`src/pdsc_pkg.sv`:
```
// Purpose: Shared constants and types of the power-down and security control block
// Assumes: 200 MHz MCLK, AHB-Lite register access with 32-bit words
// Notes: Offsets are byte addresses of aligned words

package pdsc_pkg;

   // ==========================================================
   // Sizes
   localparam int NCELL = 32;
   localparam int SIG_WORDS = 5;
   localparam int PD_CELL = 31;

   // ==========================================================
   // Register offsets
   localparam logic [7:0] OFF_CFG = 8'h00;
   localparam logic [7:0] OFF_SLEW = 8'h04;
   localparam logic [7:0] OFF_OE = 8'h08;
   localparam logic [7:0] OFF_PRL_VAL = 8'h0C;
   localparam logic [7:0] OFF_PRL_MASK = 8'h10;
   localparam logic [7:0] OFF_STATUS = 8'h14;
   localparam logic [7:0] OFF_CELLS = 8'h18;
   localparam logic [7:0] OFF_SIG0 = 8'h20;
   localparam logic [7:0] OFF_SIG_END = 8'h34;

   // ==========================================================
   // Field positions
   localparam int CFG_PD_EN_BIT = 0;
   localparam int CFG_FUSE_BIT = 1;
   localparam int ST_PD_BIT = 0;
   localparam int ST_PRL_BIT = 1;
   localparam int ST_SECURE_BIT = 2;
   localparam int ST_PD_PIN_BIT = 3;
   localparam int ST_REFUSED_BIT = 4;
   localparam int ST_POR_BIT = 5;

   // ==========================================================
   // Reset values
   localparam logic [31:0] SLEW_RST = 32'h0000_0000;
   localparam logic [31:0] OE_RST = 32'h0000_0000;
   localparam logic [31:0] WORD_ZERO = 32'h0000_0000;

   // ==========================================================
   // Timing
   localparam int CLK_PERIOD_PS = 5000;
   localparam int PUR_INTERVAL_NS = 10000;
   localparam int PUR_CYCLES = (PUR_INTERVAL_NS * 1000 + CLK_PERIOD_PS - 1) / CLK_PERIOD_PS;
   localparam int SLOW_ADDER_NS = 3;
   localparam int SLOW_RAW = (SLOW_ADDER_NS * 1000 + CLK_PERIOD_PS - 1) / CLK_PERIOD_PS;
   localparam int SLOW_CYCLES = (SLOW_RAW < 1) ? 1 : SLOW_RAW;
   localparam logic [11:0] PUR_LAST = 12'(PUR_CYCLES - 1);
   localparam logic [11:0] CNT_ZERO = 12'h000;
   localparam logic [11:0] CNT_ONE = 12'h001;

   // ==========================================================
   // Types
   typedef enum logic [3:0]
   {
      MODE_POR = 4'h1,
      MODE_RUN = 4'h2,
      MODE_PD = 4'h4,
      MODE_PRL = 4'h8
   } pdsc_mode_type;

   typedef struct packed
   {
      logic valid;
      logic write;
      logic [7:0] addr;
   } pdsc_dphase_type;

   typedef struct packed
   {
      logic pd_en;
      logic fuse;
   } pdsc_cfg_type;

endpackage

```
`src/pdsc_keeper.sv`:
```
// Purpose: Pin synchronisers and input hold latches
// Assumes: Pins are asynchronous to MCLK
// Notes: The power-down pin is never blocked by the hold

`timescale 1ns/1ps

module pdsc_keeper
   import pdsc_pkg::*;
(
   // Clock and reset
   input wire logic clk,
   input wire logic rst_b,
   input wire logic ce,
   // Raw pins
   input wire logic [NCELL-1:0] pins,
   input wire logic pd_pin,
   input wire logic prl_pin,
   // Hold request
   input wire logic hold,
   // Synchronised levels
   output logic [NCELL-1:0] level,
   output logic pd_s,
   output logic prl_s
);

   logic [NCELL-1:0] pin_m_r;
   logic [NCELL-1:0] pin_s_r;
   logic [NCELL-1:0] kept_r;
   logic [1:0] pd_m_r;
   logic [1:0] prl_m_r;

   // ==========================================================
   // Two-stage synchronisers, first stage read only by second
   always_ff @(posedge clk or negedge rst_b)
   begin
      if (!rst_b)
      begin
         pin_m_r <= WORD_ZERO;
         pin_s_r <= WORD_ZERO;
         pd_m_r <= 2'h0;
         prl_m_r <= 2'h0;
      end
      else if (ce)
      begin
         pin_m_r <= pins;
         pin_s_r <= pin_m_r;
         pd_m_r <= {pd_m_r[0], pd_pin};
         prl_m_r <= {prl_m_r[0], prl_pin};
      end
   end

   // ==========================================================
   // Hold latch keeps the last level so blocked pins never float
   always_ff @(posedge clk or negedge rst_b)
   begin
      if (!rst_b)
      begin
         kept_r <= WORD_ZERO;
      end
      else if (ce && !hold)
      begin
         kept_r <= pin_s_r;
      end
   end

   assign level = kept_r;
   assign pd_s = pd_m_r[1];
   assign prl_s = prl_m_r[1];

endmodule

```
`src/pdsc_ctrl.sv`:
```
// Purpose: Power-down, preload, slew and security control of a small logic device
// Assumes: AHB-Lite slave, single word transfers, one wait state per transfer
// Notes: Cell array is a simple xor of inputs with rotated feedback
//
// Register access over AHB-Lite and the address map are this design's own decisions.

`timescale 1ns/1ps

module pdsc_ctrl
   import pdsc_pkg::*;
(
   // Clock, reset, enable
   input wire logic MCLK,
   input wire logic RST_B,
   input wire logic CE,
   // AHB-Lite slave
   input wire logic HSEL,
   input wire logic [31:0] HADDR,
   input wire logic [1:0] HTRANS,
   input wire logic HWRITE,
   input wire logic [2:0] HSIZE,
   input wire logic [31:0] HWDATA,
   input wire logic HREADY,
   output logic [31:0] HRDATA,
   output logic HREADYOUT,
   output logic HRESP,
   // Device pins
   input wire logic [NCELL-1:0] IO_IN,
   input wire logic POWER_DOWN_PIN,
   input wire logic PRELOAD_HV,
   output logic [NCELL-1:0] IO_OUT,
   output logic [NCELL-1:0] IO_OE,
   output logic [NCELL-1:0] SLOW_EDGE,
   // Power state
   output logic LOW_POWER,
   output logic HOLD_ACTIVE,
   output logic ARRAY_PD_IN
);

   // ==========================================================
   // Declarations
   pdsc_mode_type mode_r;
   pdsc_mode_type mode_nxt;
   pdsc_dphase_type dp_r;
   pdsc_cfg_type cfg_r;
   logic [11:0] por_cnt_r;
   logic [NCELL-1:0] slew_r;
   logic [NCELL-1:0] oe_cfg_r;
   logic [NCELL-1:0] prl_val_r;
   logic [NCELL-1:0] mc_r;
   logic [NCELL-1:0] mc_nxt;
   logic [NCELL-1:0] slow_pipe_r [SLOW_CYCLES];
   logic [31:0] sig_r [SIG_WORDS];
   logic [31:0] rd_nxt;
   logic [NCELL-1:0] in_lvl;
   logic [NCELL-1:0] in_vec;
   logic pd_s;
   logic prl_s;
   logic pd_req;
   logic wr_go;
   logic prl_write;
   logic refused_r;
   logic in_pd;
   logic in_prl;

   // ==========================================================
   // Functions
   function automatic logic [7:0] reg_off(input logic [31:0] a);
      return {a[7:2], 2'h0};
   endfunction

   function automatic logic sig_hit(input logic [7:0] off);
      return (off >= OFF_SIG0) && (off < OFF_SIG_END);
   endfunction

   function automatic logic [2:0] sig_sel(input logic [7:0] off);
      logic [7:0] d;
      d = off - OFF_SIG0;
      return d[4:2];
   endfunction

   function automatic logic [NCELL-1:0] array_eval(input logic [NCELL-1:0] inp,
                                                   input logic [NCELL-1:0] fb);
      return inp ^ {fb[NCELL-2:0], fb[NCELL-1]};
   endfunction

   // ==========================================================
   // Pin capture and hold latches
   pdsc_keeper u_keeper
   (
      .clk(MCLK),
      .rst_b(RST_B),
      .ce(CE),
      .pins(IO_IN),
      .pd_pin(POWER_DOWN_PIN),
      .prl_pin(PRELOAD_HV),
      .hold(in_pd),
      .level(in_lvl),
      .pd_s(pd_s),
      .prl_s(prl_s)
   );

   assign in_pd = (mode_r == MODE_PD);
   assign in_prl = (mode_r == MODE_PRL);
   assign pd_req = cfg_r.pd_en && pd_s;

   // ==========================================================
   // Mode sequencing; power-down wins over preload
   always_comb
   begin
      mode_nxt = mode_r;
      case (mode_r)
         MODE_POR:
         begin
            if (por_cnt_r == PUR_LAST)
            begin
               mode_nxt = MODE_RUN;
            end
         end
         MODE_RUN:
         begin
            if (pd_req)
            begin
               mode_nxt = MODE_PD;
            end
            else if (prl_s && !cfg_r.fuse)
            begin
               mode_nxt = MODE_PRL;
            end
         end
         MODE_PD:
         begin
            if (!pd_req)
            begin
               mode_nxt = MODE_RUN;
            end
         end
         MODE_PRL:
         begin
            if (pd_req)
            begin
               mode_nxt = MODE_PD;
            end
            else if (!prl_s || cfg_r.fuse)
            begin
               mode_nxt = MODE_RUN;
            end
         end
         default:
         begin
            mode_nxt = MODE_POR;
         end
      endcase
   end

   always_ff @(posedge MCLK or negedge RST_B)
   begin
      if (!RST_B)
      begin
         mode_r <= MODE_POR;
      end
      else if (CE)
      begin
         mode_r <= mode_nxt;
      end
   end

   // ==========================================================
   // Power-up interval counter, counts only in MODE_POR and stops one past PUR_LAST
   always_ff @(posedge MCLK or negedge RST_B)
   begin
      if (!RST_B)
      begin
         por_cnt_r <= CNT_ZERO;
      end
      else if (CE && (mode_r == MODE_POR))
      begin
         por_cnt_r <= por_cnt_r + CNT_ONE;
      end
   end

   // ==========================================================
   // AHB data phase; one wait state so read data comes from a flop
   assign wr_go = dp_r.valid && dp_r.write;

   always_ff @(posedge MCLK or negedge RST_B)
   begin
      if (!RST_B)
      begin
         dp_r <= '0;
         HREADYOUT <= 1'b1;
         HRDATA <= WORD_ZERO;
      end
      else if (CE)
      begin
         if (dp_r.valid)
         begin
            dp_r.valid <= 1'b0;
            HREADYOUT <= 1'b1;
            HRDATA <= dp_r.write ? WORD_ZERO : rd_nxt;
         end
         else if (HSEL && HREADY && HTRANS[1])
         begin
            dp_r <= '{valid: 1'b1, write: HWRITE, addr: reg_off(HADDR)};
            HREADYOUT <= 1'b0;
         end
      end
   end

   assign HRESP = 1'b0;

   // ==========================================================
   // Read mux; pattern read-back gated by the fuse
   always_comb
   begin
      rd_nxt = WORD_ZERO;
      case (dp_r.addr)
         OFF_CFG:
         begin
            rd_nxt[CFG_PD_EN_BIT] = cfg_r.pd_en;
            rd_nxt[CFG_FUSE_BIT] = cfg_r.fuse;
         end
         OFF_SLEW: rd_nxt = cfg_r.fuse ? WORD_ZERO : slew_r;
         OFF_OE: rd_nxt = cfg_r.fuse ? WORD_ZERO : oe_cfg_r;
         OFF_PRL_VAL: rd_nxt = prl_val_r;
         OFF_STATUS:
         begin
            rd_nxt[ST_PD_BIT] = in_pd;
            rd_nxt[ST_PRL_BIT] = in_prl;
            rd_nxt[ST_SECURE_BIT] = cfg_r.fuse;
            rd_nxt[ST_PD_PIN_BIT] = pd_s;
            rd_nxt[ST_REFUSED_BIT] = refused_r;
            rd_nxt[ST_POR_BIT] = (mode_r != MODE_POR);
         end
         OFF_CELLS: rd_nxt = mc_r;
         default:
         begin
            if (sig_hit(dp_r.addr))
            begin
               rd_nxt = sig_r[sig_sel(dp_r.addr)];
            end
         end
      endcase
   end

   // ==========================================================
   // Configuration writes; the fuse is one way and acts at once
   always_ff @(posedge MCLK or negedge RST_B)
   begin
      if (!RST_B)
      begin
         cfg_r <= '0;
         slew_r <= SLEW_RST;
         oe_cfg_r <= OE_RST;
         prl_val_r <= WORD_ZERO;
      end
      else if (CE && wr_go)
      begin
         case (dp_r.addr)
            OFF_CFG:
            begin
               cfg_r.pd_en <= HWDATA[CFG_PD_EN_BIT];
               cfg_r.fuse <= cfg_r.fuse | HWDATA[CFG_FUSE_BIT];
            end
            OFF_SLEW: slew_r <= HWDATA;
            OFF_OE: oe_cfg_r <= HWDATA;
            OFF_PRL_VAL: prl_val_r <= HWDATA;
            default: prl_val_r <= prl_val_r;
         endcase
      end
   end

   // ==========================================================
   // User signature, locked against writes once secured
   always_ff @(posedge MCLK or negedge RST_B)
   begin
      if (!RST_B)
      begin
         for (int i = 0; i < SIG_WORDS; i++)
         begin
            sig_r[i] <= WORD_ZERO;
         end
      end
      else if (CE && wr_go && sig_hit(dp_r.addr) && !cfg_r.fuse)
      begin
         sig_r[sig_sel(dp_r.addr)] <= HWDATA;
      end
   end

   // ==========================================================
   // Preload strobe and sticky refusal when secured
   assign prl_write = wr_go && (dp_r.addr == OFF_PRL_MASK);

   always_ff @(posedge MCLK or negedge RST_B)
   begin
      if (!RST_B)
      begin
         refused_r <= 1'b0;
      end
      else if (CE && prl_write && cfg_r.fuse)
      begin
         refused_r <= 1'b1;
      end
   end

   // ==========================================================
   // Cell array; pd pin is an array input only without the option
   always_comb
   begin
      in_vec = in_lvl;
      in_vec[PD_CELL] = cfg_r.pd_en ? 1'b0 : pd_s;
      mc_nxt = mc_r;
      if (mode_r == MODE_RUN)
      begin
         mc_nxt = array_eval(in_vec, mc_r);
      end
      else if (in_prl && prl_write && !cfg_r.fuse)
      begin
         mc_nxt = (mc_r & ~HWDATA) | (prl_val_r & HWDATA);
      end
   end

   // Cells frozen in power-down, cleared through the power-up interval
   always_ff @(posedge MCLK or negedge RST_B)
   begin
      if (!RST_B)
      begin
         mc_r <= WORD_ZERO;
      end
      else if (CE)
      begin
         mc_r <= mc_nxt;
      end
   end

   // ==========================================================
   // Output stage; slow bits pass an extra pipeline for the edge adder
   always_ff @(posedge MCLK or negedge RST_B)
   begin
      if (!RST_B)
      begin
         for (int i = 0; i < SLOW_CYCLES; i++)
         begin
            slow_pipe_r[i] <= WORD_ZERO;
         end
         IO_OUT <= WORD_ZERO;
         IO_OE <= OE_RST;
         SLOW_EDGE <= ~SLEW_RST;
      end
      else if (CE && !in_pd)
      begin
         slow_pipe_r[0] <= mc_r;
         for (int i = 1; i < SLOW_CYCLES; i++)
         begin
            slow_pipe_r[i] <= slow_pipe_r[i-1];
         end
         IO_OUT <= (slew_r & mc_r) | (~slew_r & slow_pipe_r[SLOW_CYCLES-1]);
         IO_OE <= oe_cfg_r;
         SLOW_EDGE <= ~slew_r;
      end
   end

   // ==========================================================
   // Power state outputs
   always_ff @(posedge MCLK or negedge RST_B)
   begin
      if (!RST_B)
      begin
         LOW_POWER <= 1'b0;
         HOLD_ACTIVE <= 1'b0;
         ARRAY_PD_IN <= 1'b0;
      end
      else if (CE)
      begin
         LOW_POWER <= (mode_nxt == MODE_PD);
         HOLD_ACTIVE <= (mode_nxt == MODE_PD);
         ARRAY_PD_IN <= cfg_r.pd_en ? 1'b0 : pd_s;
      end
   end

   // ==========================================================
   // Assertions
   a_pd_cell_freeze: assert property (
      @(posedge MCLK) disable iff (!RST_B)
      (CE && in_pd) |=> (mc_r == $past(mc_r)))
      else $error("cell state changed in power-down");

   a_pd_oe_hold: assert property (
      @(posedge MCLK) disable iff (!RST_B)
      (CE && in_pd) |=> (IO_OE == $past(IO_OE)))
      else $error("output enable moved in power-down");

   a_pd_input_block: assert property (
      @(posedge MCLK) disable iff (!RST_B)
      (CE && in_pd) |=> (in_lvl == $past(in_lvl)))
      else $error("input level moved in power-down");

   a_hold_latch_on: assert property (
      @(posedge MCLK) disable iff (!RST_B)
      (CE && in_pd && pd_req) |=> HOLD_ACTIVE)
      else $error("hold latches not active in power-down");

   a_pd_option_gate: assert property (
      @(posedge MCLK) disable iff (!RST_B)
      (CE && !cfg_r.pd_en && (mode_r == MODE_RUN)) |=> (mode_r != MODE_PD))
      else $error("power-down entered without the option");

   a_pd_enter_low: assert property (
      @(posedge MCLK) disable iff (!RST_B)
      (CE && pd_req && (mode_r == MODE_RUN)) |=> (in_pd && LOW_POWER))
      else $error("power-down request not honoured");

   a_pd_array_cut: assert property (
      @(posedge MCLK) disable iff (!RST_B)
      (CE && cfg_r.pd_en) |=> !ARRAY_PD_IN)
      else $error("power-down pin reached the array");

   a_fuse_lockout: assert property (
      @(posedge MCLK) disable iff (!RST_B)
      (CE && cfg_r.fuse && dp_r.valid && !dp_r.write && (dp_r.addr == OFF_SLEW))
      |=> (HRDATA == WORD_ZERO) && HREADYOUT && !in_prl)
      else $error("pattern read-back allowed while secured");

   a_por_clear: assert property (
      @(posedge MCLK) disable iff (!RST_B)
      (mode_r == MODE_POR) |-> (mc_r == WORD_ZERO) && (IO_OUT == WORD_ZERO))
      else $error("cells not clear in power-up interval");

   a_pd_resume: assert property (
      @(posedge MCLK) disable iff (!RST_B)
      (CE && in_pd && !pd_req) |=> (mode_r == MODE_RUN) && (mc_r == $past(mc_r)))
      else $error("no resume from held state");

endmodule

```
`config.mk`:
```
export PLATFORM = sky130hd
export DESIGN_NAME = pdsc_ctrl
export DESIGN_NICKNAME = d
export VERILOG_FILES = /design/src/pdsc_pkg.sv /design/src/pdsc_keeper.sv /design/src/pdsc_ctrl.sv
export SDC_FILE = /design/constraint.sdc
export NUM_CORES = 1
export LEC_CHECK = 0
export BUFFER_PORTS_ARGS = -buffer_cell sky130_fd_sc_hd__buf_2
export CORE_ASPECT_RATIO = 1.2
export CORE_MARGIN = 4
export CORE_UTILIZATION = 55
export CTS_BUF_LIST = sky130_fd_sc_hd__clkbuf_8 sky130_fd_sc_hd__clkbuf_16
export DETAILED_ROUTE_END_ITERATION = 10
export PLACE_DENSITY = 0.75
export SETUP_SLACK_MARGIN = 0.4
export SYNTH_ARGS = -nofsm -noshare
export SYNTH_HDL_FRONTEND = slang
export SYNTH_SLANG_ARGS = --single-unit
```
`constraint.sdc`:
```
create_clock -name MCLK -period 3.5 [get_ports MCLK]
set_input_delay 0.175 -clock MCLK [delete_from_list [all_inputs] [get_ports MCLK]]
set_output_delay 0.175 -clock MCLK [all_outputs]
set_load 0.02 [all_outputs]
```
# Yosys cells after proc, flatten, opt, wreduce, memory -nomap -nowiden

Cells that the tools add are included.

Eq/ne operators: 13
Mux-type cells: 27
Magnitude comparators: 4
Bitwise logic cells: 12
Reductions and logical operators: 33
$add $sub $neg: 2

Operators by type and width:

| operator                                                                     | number |
|---|---|
| 32-bit 2-to-1 mux                                                            | 9 |
| 160-bit bitwise mux                                                          | 1 |
| 26-bit case mux with 5 select lines                                          | 1 |
| 32-bit bitwise AND                                                           | 4 |
| 32-bit binary-select mux with 3-bit select                                   | 1 |
| 32-bit demux with 3-bit select                                               | 1 |
| 32-bit NOT                                                                   | 2 |
| 32-bit bitwise OR                                                            | 2 |
| 32-bit bitwise XOR                                                           | 1 |
| 4-bit 2-to-1 mux                                                             | 6 |
| 4-bit case mux with 6 select lines                                           | 1 |
| 6-bit by 3-bit == test with 1-bit output, second input constant              | 3 |
| 1-bit logical AND                                                            | 17 |
| 4-bit case mux with 4 select lines                                           | 1 |
| 2-bit AND reduction                                                          | 7 |
| 12-bit by 1-bit adder with 12-bit output, second input constant              | 1 |
| 12-bit by 11-bit == test with 1-bit output, second input constant            | 1 |
| 6-bit by 2-bit == test with 1-bit output, second input constant              | 2 |
| 2-bit case mux with 6 select lines                                           | 1 |
| 10-bit 2-to-1 mux                                                            | 1 |
| 4-bit by 3-bit == test with 1-bit output, second input constant              | 2 |
| 8-bit by 6-bit >= comparator with 1-bit output, second input constant        | 1 |
| 8-bit zero test                                                              | 1 |
| 8-bit by 6-bit less-than comparator with 1-bit output, second input constant | 1 |
| 17 further kinds                                                             | 23 |

Flip-flop bits (word level): 575
Input bits: 109

# Longest topological paths before layout

Gate-level depths: netlist of the first run.

Depth after elaboration: 8
Mapped depth: 8
Mapped depth without buffers: 5

# Cells and area by module

Synthesis of the first run repeated with hierarchy kept, for this count alone.

Cell total of the unflattened synthesis: 1955
Area, all modules: 25710.9 sq um

Modules (own cells, without submodules):

| module      | times used | cells an instance | area an instance (sq um) |
|---|---|---|---|
| pdsc_ctrl   | 1          | 1742              | 21857.2 |
| pdsc_keeper | 1          | 213               | 3853.7 |

# Worst setup path after synthesis of the first run

Ideal clock, no wire load.

Path type: register -> register
Start point: register mode_r[1]
End point: register IO_OE[0]
Slack: 1.430 ns
Stages on the path, launching flop included: 6
Arrival: 1.946 ns
Period minus slack after synthesis: 2.070 ns
Data required time: 3.375 ns
Path buffers: 2
Path through: dfrtp_1 -> or4_1 -> nand2_1 -> clkbuf_1 -> buf_2 -> mux2_2

Cells in the longest elaborated chain, start to end: 3

RTL lines:

| element                                  | line             | text |
|---|---|---|
| start: declaration                       | pdsc_ctrl.sv:42  | `pdsc_mode_type mode_r;` |
| start signal: assignment                 | pdsc_ctrl.sv:164 | `mode_r <= mode_nxt;` |
| 4-bit by 3-bit == test with 1-bit output | pdsc_ctrl.sv:103 | `assign in_pd = (mode_r == MODE_PD);` |
| 1-bit zero test                          | pdsc_ctrl.sv:350 | `else if (CE && !in_pd)` |
| 1-bit logical AND                        | pdsc_ctrl.sv:350 |  |
| end signal: assignment                   | pdsc_ctrl.sv:358 | `IO_OE <= oe_cfg_r;` |
| end: declaration                         | pdsc_ctrl.sv:32  | `output logic [NCELL-1:0] IO_OE,` |

No other way between the ends.
A chain may end at the register's enable or synchronous reset.

# Worst setup path in the final report of the first run

Start point: register cfg_r[0] (netlist bit)
End point: register sig_r[31] (netlist bit)

Cells in the longest elaborated chain, start to end: 2

RTL lines:

| element                        | line             | text |
|---|---|---|
| start: declaration             | pdsc_ctrl.sv:45  | `pdsc_cfg_type cfg_r;` |
| 1-bit zero test                | pdsc_ctrl.sv:284 | `else if (CE && wr_go && sig_hit(dp_r.addr) && !cfg_r.fuse)` |
| 1-bit logical AND              | pdsc_ctrl.sv:284 |  |
| end signal: indexed assignment | pdsc_ctrl.sv:281 | `sig_r[i] <= WORD_ZERO;` |
| end signal: indexed assignment | pdsc_ctrl.sv:286 | `sig_r[sig_sel(dp_r.addr)] <= HWDATA;` |
| end: declaration               | pdsc_ctrl.sv:53  | `logic [31:0] sig_r [SIG_WORDS];` |

No other way between the ends.

==> results.toml, run 1 <==
[finish]
multi_input_area_mm2 = 0.009933
area_growth_pct = 16.82
nets = 2222
drive_gt1_frac = 0.2927
fin_area_mm2 = 0.02916
final-seq-area_mm2 = 0.01443
antenna_cells = 0
fillCellCount = 3425

[critical_path]
required_ns = 3.98
r2r_setup_slack_ns = 0.56
cp-endpoint = "sig_r[31]"
r2r_cells = 5
timing.rr.start = "cfg_r[0]"
critical_path.startpoint_type = "flop"
end_kind = "flop"
path_max_fanout = 18
crit_path_start = "cfg_r[0]"
cp.arrival_ns = 3.42
path_class = "reg2reg"
rr_endpoint = "sig_r[31]"

[sta]
hold_viol = 0
finalSetupViolations = 0
rsz0062_at_grt = "false"
layout_worst_path_cycle_share = 0.8390
period_needed_ns = 2.936
fin_ws_ns = 0.5636
fin_tns_setup_ns = 0
tightest_slew_ns = 0.8983
finClkSkew_ns = 0.01253
slew_violations = 0
slew_headroom = 0.4011
max_freq_mhz = 340.5

[clocking]
h-tree-depth = 2
clkSinkCount = 575
cts_root_buf = "clkbuf_16"
cts_buffer_depth = 3
post_cts_buffers = 0
post_cts_resized = 0
clk_pin_slew_ns = 0.06
cts_tree = "built"
numCtsBuffers = 55
clock_latency_ns = 0.60
cts_hold_buf = 65

[drt]
routed_wl_um = 65330
vias_per_cell = 6.040
postRouteAntennaNets = 0
drt_first_iter_violations = 1352
vias = 16700
first_pass_iters = 5
post_drt_wl_per_cell_um = 23.63
drc = 0

[die]
core-area_mm2 = 0.04488
rows = 85
die-area_mm2 = 0.04887
num_io_pins = 242
start_util = 0.5562
die_h_um = 241.4
die_w_um = 202.5

[power]
power_density_mw_per_mm2 = 593.4
comb_power_share = 0.179
ir_worst_vdd_mv = 0.4255
internal-power_mw = 12.21
p_seq_frac = 0.485
clkPwrFrac = 0.336
leakage_nw = 14.07
p_sw_frac = 0.2941
switchingPower_mw = 5.089

[placement]
place_ws_ns = 0.5905
globalplace.congestion = 0.8823
placed_area_mm2 = 0.02672
dp_hpwl_um = 44730
placement.io_buffers = 209

[hold_path]
hold_path_class = "in2reg"
worstHoldStart = "HWDATA[3]"

[synth]
synth.avg_cell_area_um2 = 13.26
yosysSeqAreaShare = 0.5781
synth_edf_count = 0
synth_seq_cells = 575
synth_nets = 1992
synth_cell_types = 63
synth_warnings = 0
syn_area_mm2 = 0.02496
async_reset_ff_frac = 1.000
synthFlopType = "dfrtp_1"
postSynthCellCount = 1882

[run_status]
status = "complete, no violations"

[grt]
antenna_found_initial = 0
overflow = 0
grt_max_degree = 105
grt_pass1_vias = 17400
grtUsageTotal = 0.2679
grt_pass1_wl_um = 101600

[run]
cap_violations = 0
cell type report:
class | instances | share of cell area
Sequential cell | 575 | 0.4950
Multi-Input combinational cell | 1147 | 0.3407
Timing Repair Buffer | 328 | 0.07638
Clock buffer | 69 | 0.05458
Tap cell | 609 | 0.02613
Clock inverter | 32 | 0.006651
Inverter | 5 | 0.0006436
cells in the final DEF (no fill, tap or decap), types with 10 or more instances in the layout:
cell	instances
dlygate4sd3_1	65
clkinv_2	10
o22ai_1	11
nand2_1	106
o21ai_0	132
inv_1	22
a32o_1	11
a21oi_1	51
clkbuf_16	57
dfstp_2	34
mux2i_1	64
mux4_2	16
a221oi_1	14
clkbuf_8	12
buf_4	46
buf_2	207
nand3_1	40
o221ai_1	11
mux2_1	212
xnor2_1	35
mux2_2	183
a22oi_1	42
nor2_1	32
dfrtp_1	540
mux2_4	30
a22o_1	64
metrics by stage:
step                      hold WS, ns    util  total power [mW]  std cells
after floorplan               -0.1206       -             10.19       1882
after global placement         0.3108  0.5954             11.43       2599
after detailed placement       0.3143  0.5954             11.54       2599
after CTS                   0.0004333  0.6497             17.45       2765
after global routing         0.006803  0.6497             18.07       2765
final                         0.02398  0.6497             17.30       2765
per-layer routing:
metal | GRT usage | share of wire
met2 | 0.4702 | 0.51
met1 | 0.3354 | 0.38
met3 | 0.03227 | 0.054
met5 | 0 | 0
met4 | 0.1272 | 0.052
worst min path at each step:
stage,to,slack [ns],depth (start not counted)
final,sig_r[99],0.02,2
after global routing,prl_val_r[19],0.007,2
after CTS,sig_r[99],0.0004,2
after detailed placement,slow_pipe_r[26],0.31,1
after global placement,u_keeper.pin_m_r[19],0.31,1
after floorplan,ARRAY_PD_IN,-0.12,0
synth_stat cells (5+ instances only):
master      n  area, um2
a21oi_1    51      255.2
mux4_2     16      360.4
mux2_2    183       2061
mux2_4     30      450.4
xor2_1      9      78.83
o21ai_0   132      660.6
o221ai_1   11      96.34
o22ai_1    11      68.82
a32o_1     11      110.1
buf_2      46      230.2
mux2_1    212       2387
a22o_1     64      560.5
xnor2_1    35      306.5
and3_1      6      37.54
nor2_1     34      127.6
a22oi_1    42      315.3
a221o_1     6      60.06
dfstp_2    34      893.4
nand3_1    41      205.2
dfrtp_1   541      13540
buf_1       9      33.78
nor2b_1     5      31.28
nand2_1   107      401.6
a221oi_1   14      122.6
mux2i_1    64      640.6
clkbuf_1   95      356.6
registers in the layout, indices dropped and copies added, names as in the netlist, 32 cells and up, named ones only:
register	cells
slew_r	32
oe_cfg_r	32
slow_pipe_r	32
SLOW_EDGE	32
sig_r	160
IO_OE	32
prl_val_r	32
IO_OUT	32
HRDATA	32
cell families (layout without fill, tap and decap cells):
logic type	Yosys count	in the layout	synth area share
AO/OA/AOI/OAI	366	366	0.09800
AND/OR/NAND/NOR	230	230	0.04386
flip-flops	575	575	0.5781
other	1	1	0.0001502
multiplexers	505	505	0.2363
adder cells (fa/ha/maj)	1	1	0.0005012
buffers and inverters	160	434	0.02757
XOR/XNOR	44	44	0.01544
power groups by stage:
| stage | clock, mW | combinational (mW) | sequential, mW |
|---|---|---|---|
| after floorplan | 0 | 1.71 | 8.48 |
| after global placement | 0 | 2.97 | 8.46 |
| after detailed placement | 0 | 3.04 | 8.50 |
| after CTS | 5.94 | 3.13 | 8.39 |
| after global routing | 6.24 | 3.34 | 8.49 |
| final | 5.82 | 3.09 | 8.39 |
worst max-delay path: stages (launching register included):
cell     delay [ns]
dfrtp_1        0.54
and3b_1        0.30
nand2_1        0.25
or4_2          1.08
buf_12         0.30
mux2_1         0.32
No activity file was read; power rests on OpenSTA's default activity.
==> run 2: changes to the inputs <==
--- a/config.mk
+++ b/config.mk
@@ -8,10 +8,10 @@
 export BUFFER_PORTS_ARGS = -buffer_cell sky130_fd_sc_hd__buf_2
 export CORE_ASPECT_RATIO = 1.2
 export CORE_MARGIN = 4
-export CORE_UTILIZATION = 55
+export CORE_UTILIZATION = 54
 export CTS_BUF_LIST = sky130_fd_sc_hd__clkbuf_8 sky130_fd_sc_hd__clkbuf_16
 export DETAILED_ROUTE_END_ITERATION = 10
-export PLACE_DENSITY = 0.75
+export PLACE_DENSITY = 0.77
 export SETUP_SLACK_MARGIN = 0.4
 export SYNTH_ARGS = -nofsm -noshare
 export SYNTH_HDL_FRONTEND = slang
==> constraint.sdc (replaced) <==
create_clock -name MCLK -period 2.4 [get_ports MCLK]
set_input_delay 0.12 -clock MCLK [delete_from_list [all_inputs] [get_ports MCLK]]
set_output_delay 0.12 -clock MCLK [all_outputs]
set_load 0.02 [all_outputs]
==> run 2 against run 1 <==
Against the previous run: clock skew increased by 0.0036 ns; register-to-register slack got worse by 0.41 ns; power increased by 56%; highest routed layer is now met5; die area increased by 1.8%.
==> results.toml, run 2 (synthesized netlist as in run 1, its figures left out) <==
[finish]
antenna_cells = 0
final_cell_mix = "dfrtp_1, buf_2, mux2_4, mux2_2, o21ai_0"
final_common_cell = "dfrtp_1"
nets = 2348
area_growth_pct = 29.75
largest_reg_flops = 160
utilization = 0.7065
top_register = "sig_r"
drive_gt1_frac = 0.4142
fillCellCount = 2971

[placement]
placement.io_buffers = 209
globalplace.congestion = 0.8982
dp_hpwl_um = 45940

[critical_path]
worst-path-stages = 9
crit_chain = "buf_6 -> nor4b_4 -> buf_4 -> nand4_1 -> a21oi_4 -> buf_12 -> buf_8 -> o21ai_0 -> a22o_1"
crit_path_start = "dp_r[6]"
path_class = "reg2reg"
end_kind = "flop"
r2r_cells = 9
timing.critical_path.buf_inv = 4
timing.rr.start = "dp_r[6]"
cp_slowest_cell = "dfrtp_1"
r2r_setup_slack_ns = 0.16
critPathTopFamily = "compound AO/OA/AOI/OAI gates"
required_ns = 2.90
cp.arrival_ns = 2.74
critical_path.startpoint_type = "flop"
critPathMaxStageDelay_ns = 0.42
path_max_fanout = 8

[sta]
hold_viol = 0
max_freq_mhz = 446.0
fin_tns_setup_ns = 0
slew_violations = 0
rsz0062_at_grt = "true"
slew_headroom = 0.4550
layout_worst_path_cycle_share = 0.9341
period_needed_ns = 2.242
tightest_slew_ns = 0.8144
finalSetupViolations = 0
finClkSkew_ns = 0.01611

[grt]
overflow = 0
antenna_found_initial = 1
grtUsageTotal = 0.2813
grt_pass1_wl_um = 108300
grt_max_degree = 79
grt_pass1_vias = 18510

[drt]
post_drt_wl_per_cell_um = 27.63
drc = 0
vias_per_cell = 6.409
vias = 18590
routed_wl_um = 80130
drt_first_iter_violations = 1624
first_pass_iters = 6
postRouteAntennaNets = 0

[clocking]
clkSinkCount = 575
clk_pin_slew_ns = 0.06
clock_latency_ns = 0.61
cts_tree = "built"
numCtsBuffers = 55
cts_root_buf = "clkbuf_16"
h-tree-depth = 2
cts_buffer_depth = 3

[die]
die_h_um = 243.5
start_util = 0.5445
die-area_mm2 = 0.04974
die_w_um = 204.3
core-area_mm2 = 0.04584
num_io_pins = 242
rows = 86

[power]
leakage_nw = 15.21
ir_worst_vdd_mv = 0.5987
power_density_mw_per_mm2 = 834.6

[run]
cap_violations = 0

[run_status]
status = "complete, no violations"

[hold_path]
hold_path_class = "in2reg"
run 2: cell types whose count changed in the layout (fill, tap and decap cells not counted), sizes merged:
cell / change
inv: -2
clkinvlp: +2
buf: +94
bufinv: +5
clkinv: -1
dlygate4sd3: +9
clkbuf: +21
run 2: worst reg2reg max path: stages (launching register included):
cell     delay, ns
dfrtp_1       0.42
buf_6         0.14
nor4b_4       0.23
buf_4         0.17
nand4_1       0.20
a21oi_4       0.23
buf_12        0.16
buf_8         0.16
o21ai_0       0.14
a22o_1        0.27
run 2: timing repair:
action                     in CTS  in global routing
cloned                         14                 30
gates resized for setup        93                246
buffers inserted               20                 30
setup endpoints to repair     434                432
pin swaps                      13                 39
hold buffers                   74                  0
hold endpoints to repair      403                  0
run 2: per-stage QoR:
stage | worst slack, ns | hold slack, ns | cells | total power [mW] | instance area, um2
after floorplan | 0.3439 | -0.1756 | 1882 | 14.86 | 25000
after global placement | 0.01607 | 0.1442 | 2629 | 16.78 | 27070
after detailed placement | 0.02284 | 0.1435 | 2629 | 16.98 | 27070
after CTS | 0.2520 | 0.05969 | 2840 | 26.35 | 30570
after global routing | 0.1054 | 0.09929 | 2900 | 27.92 | 32390
final | 0.1581 | 0.07179 | 2900 | 27.03 | 32390
run 2: worst min path at each step:
stage	from	to	cells past startpoint
3_5_place_dp	RST_B	IO_OUT[21]	1
3_3_place_gp	RST_B	IO_OUT[21]	1
4_1_cts	HREADY	HREADYOUT	4
6_report	HREADY	HREADYOUT	4
5_1_grt	HREADY	HREADYOUT	4
2_1_floorplan	RST_B	ARRAY_PD_IN	0
run 2: layout make-up:
cell class	instances	area, um2	share of cell area
Timing Repair Buffer	454	4388	0.1355
Sequential cell	575	14440	0.4459
Multi-Input combinational cell	1147	10860	0.3352
Tap cell	616	770.7	0.02380
Clock buffer	67	1564	0.04829
Inverter	5	22.52	0.0006954
Clock inverter	36	346.6	0.01070
run 2: power by group:
group	internal (mW)	switching [mW]	total (mW)	leakage, nW
Combinational	2.53	2.99	5.52	6.64
Clock	5.36	3.83	9.19	1.00
Sequential	11.0	1.31	12.3	7.57
run 2: per-layer routing:
layer,GRT usage,wire (um),up-vias
li1,-,-,7597
met1,0.3488,29690,9552
met2,0.4816,38990,1114
met3,0.04992,6400,320
met4,0.1291,5031,2
met5,0,13,-
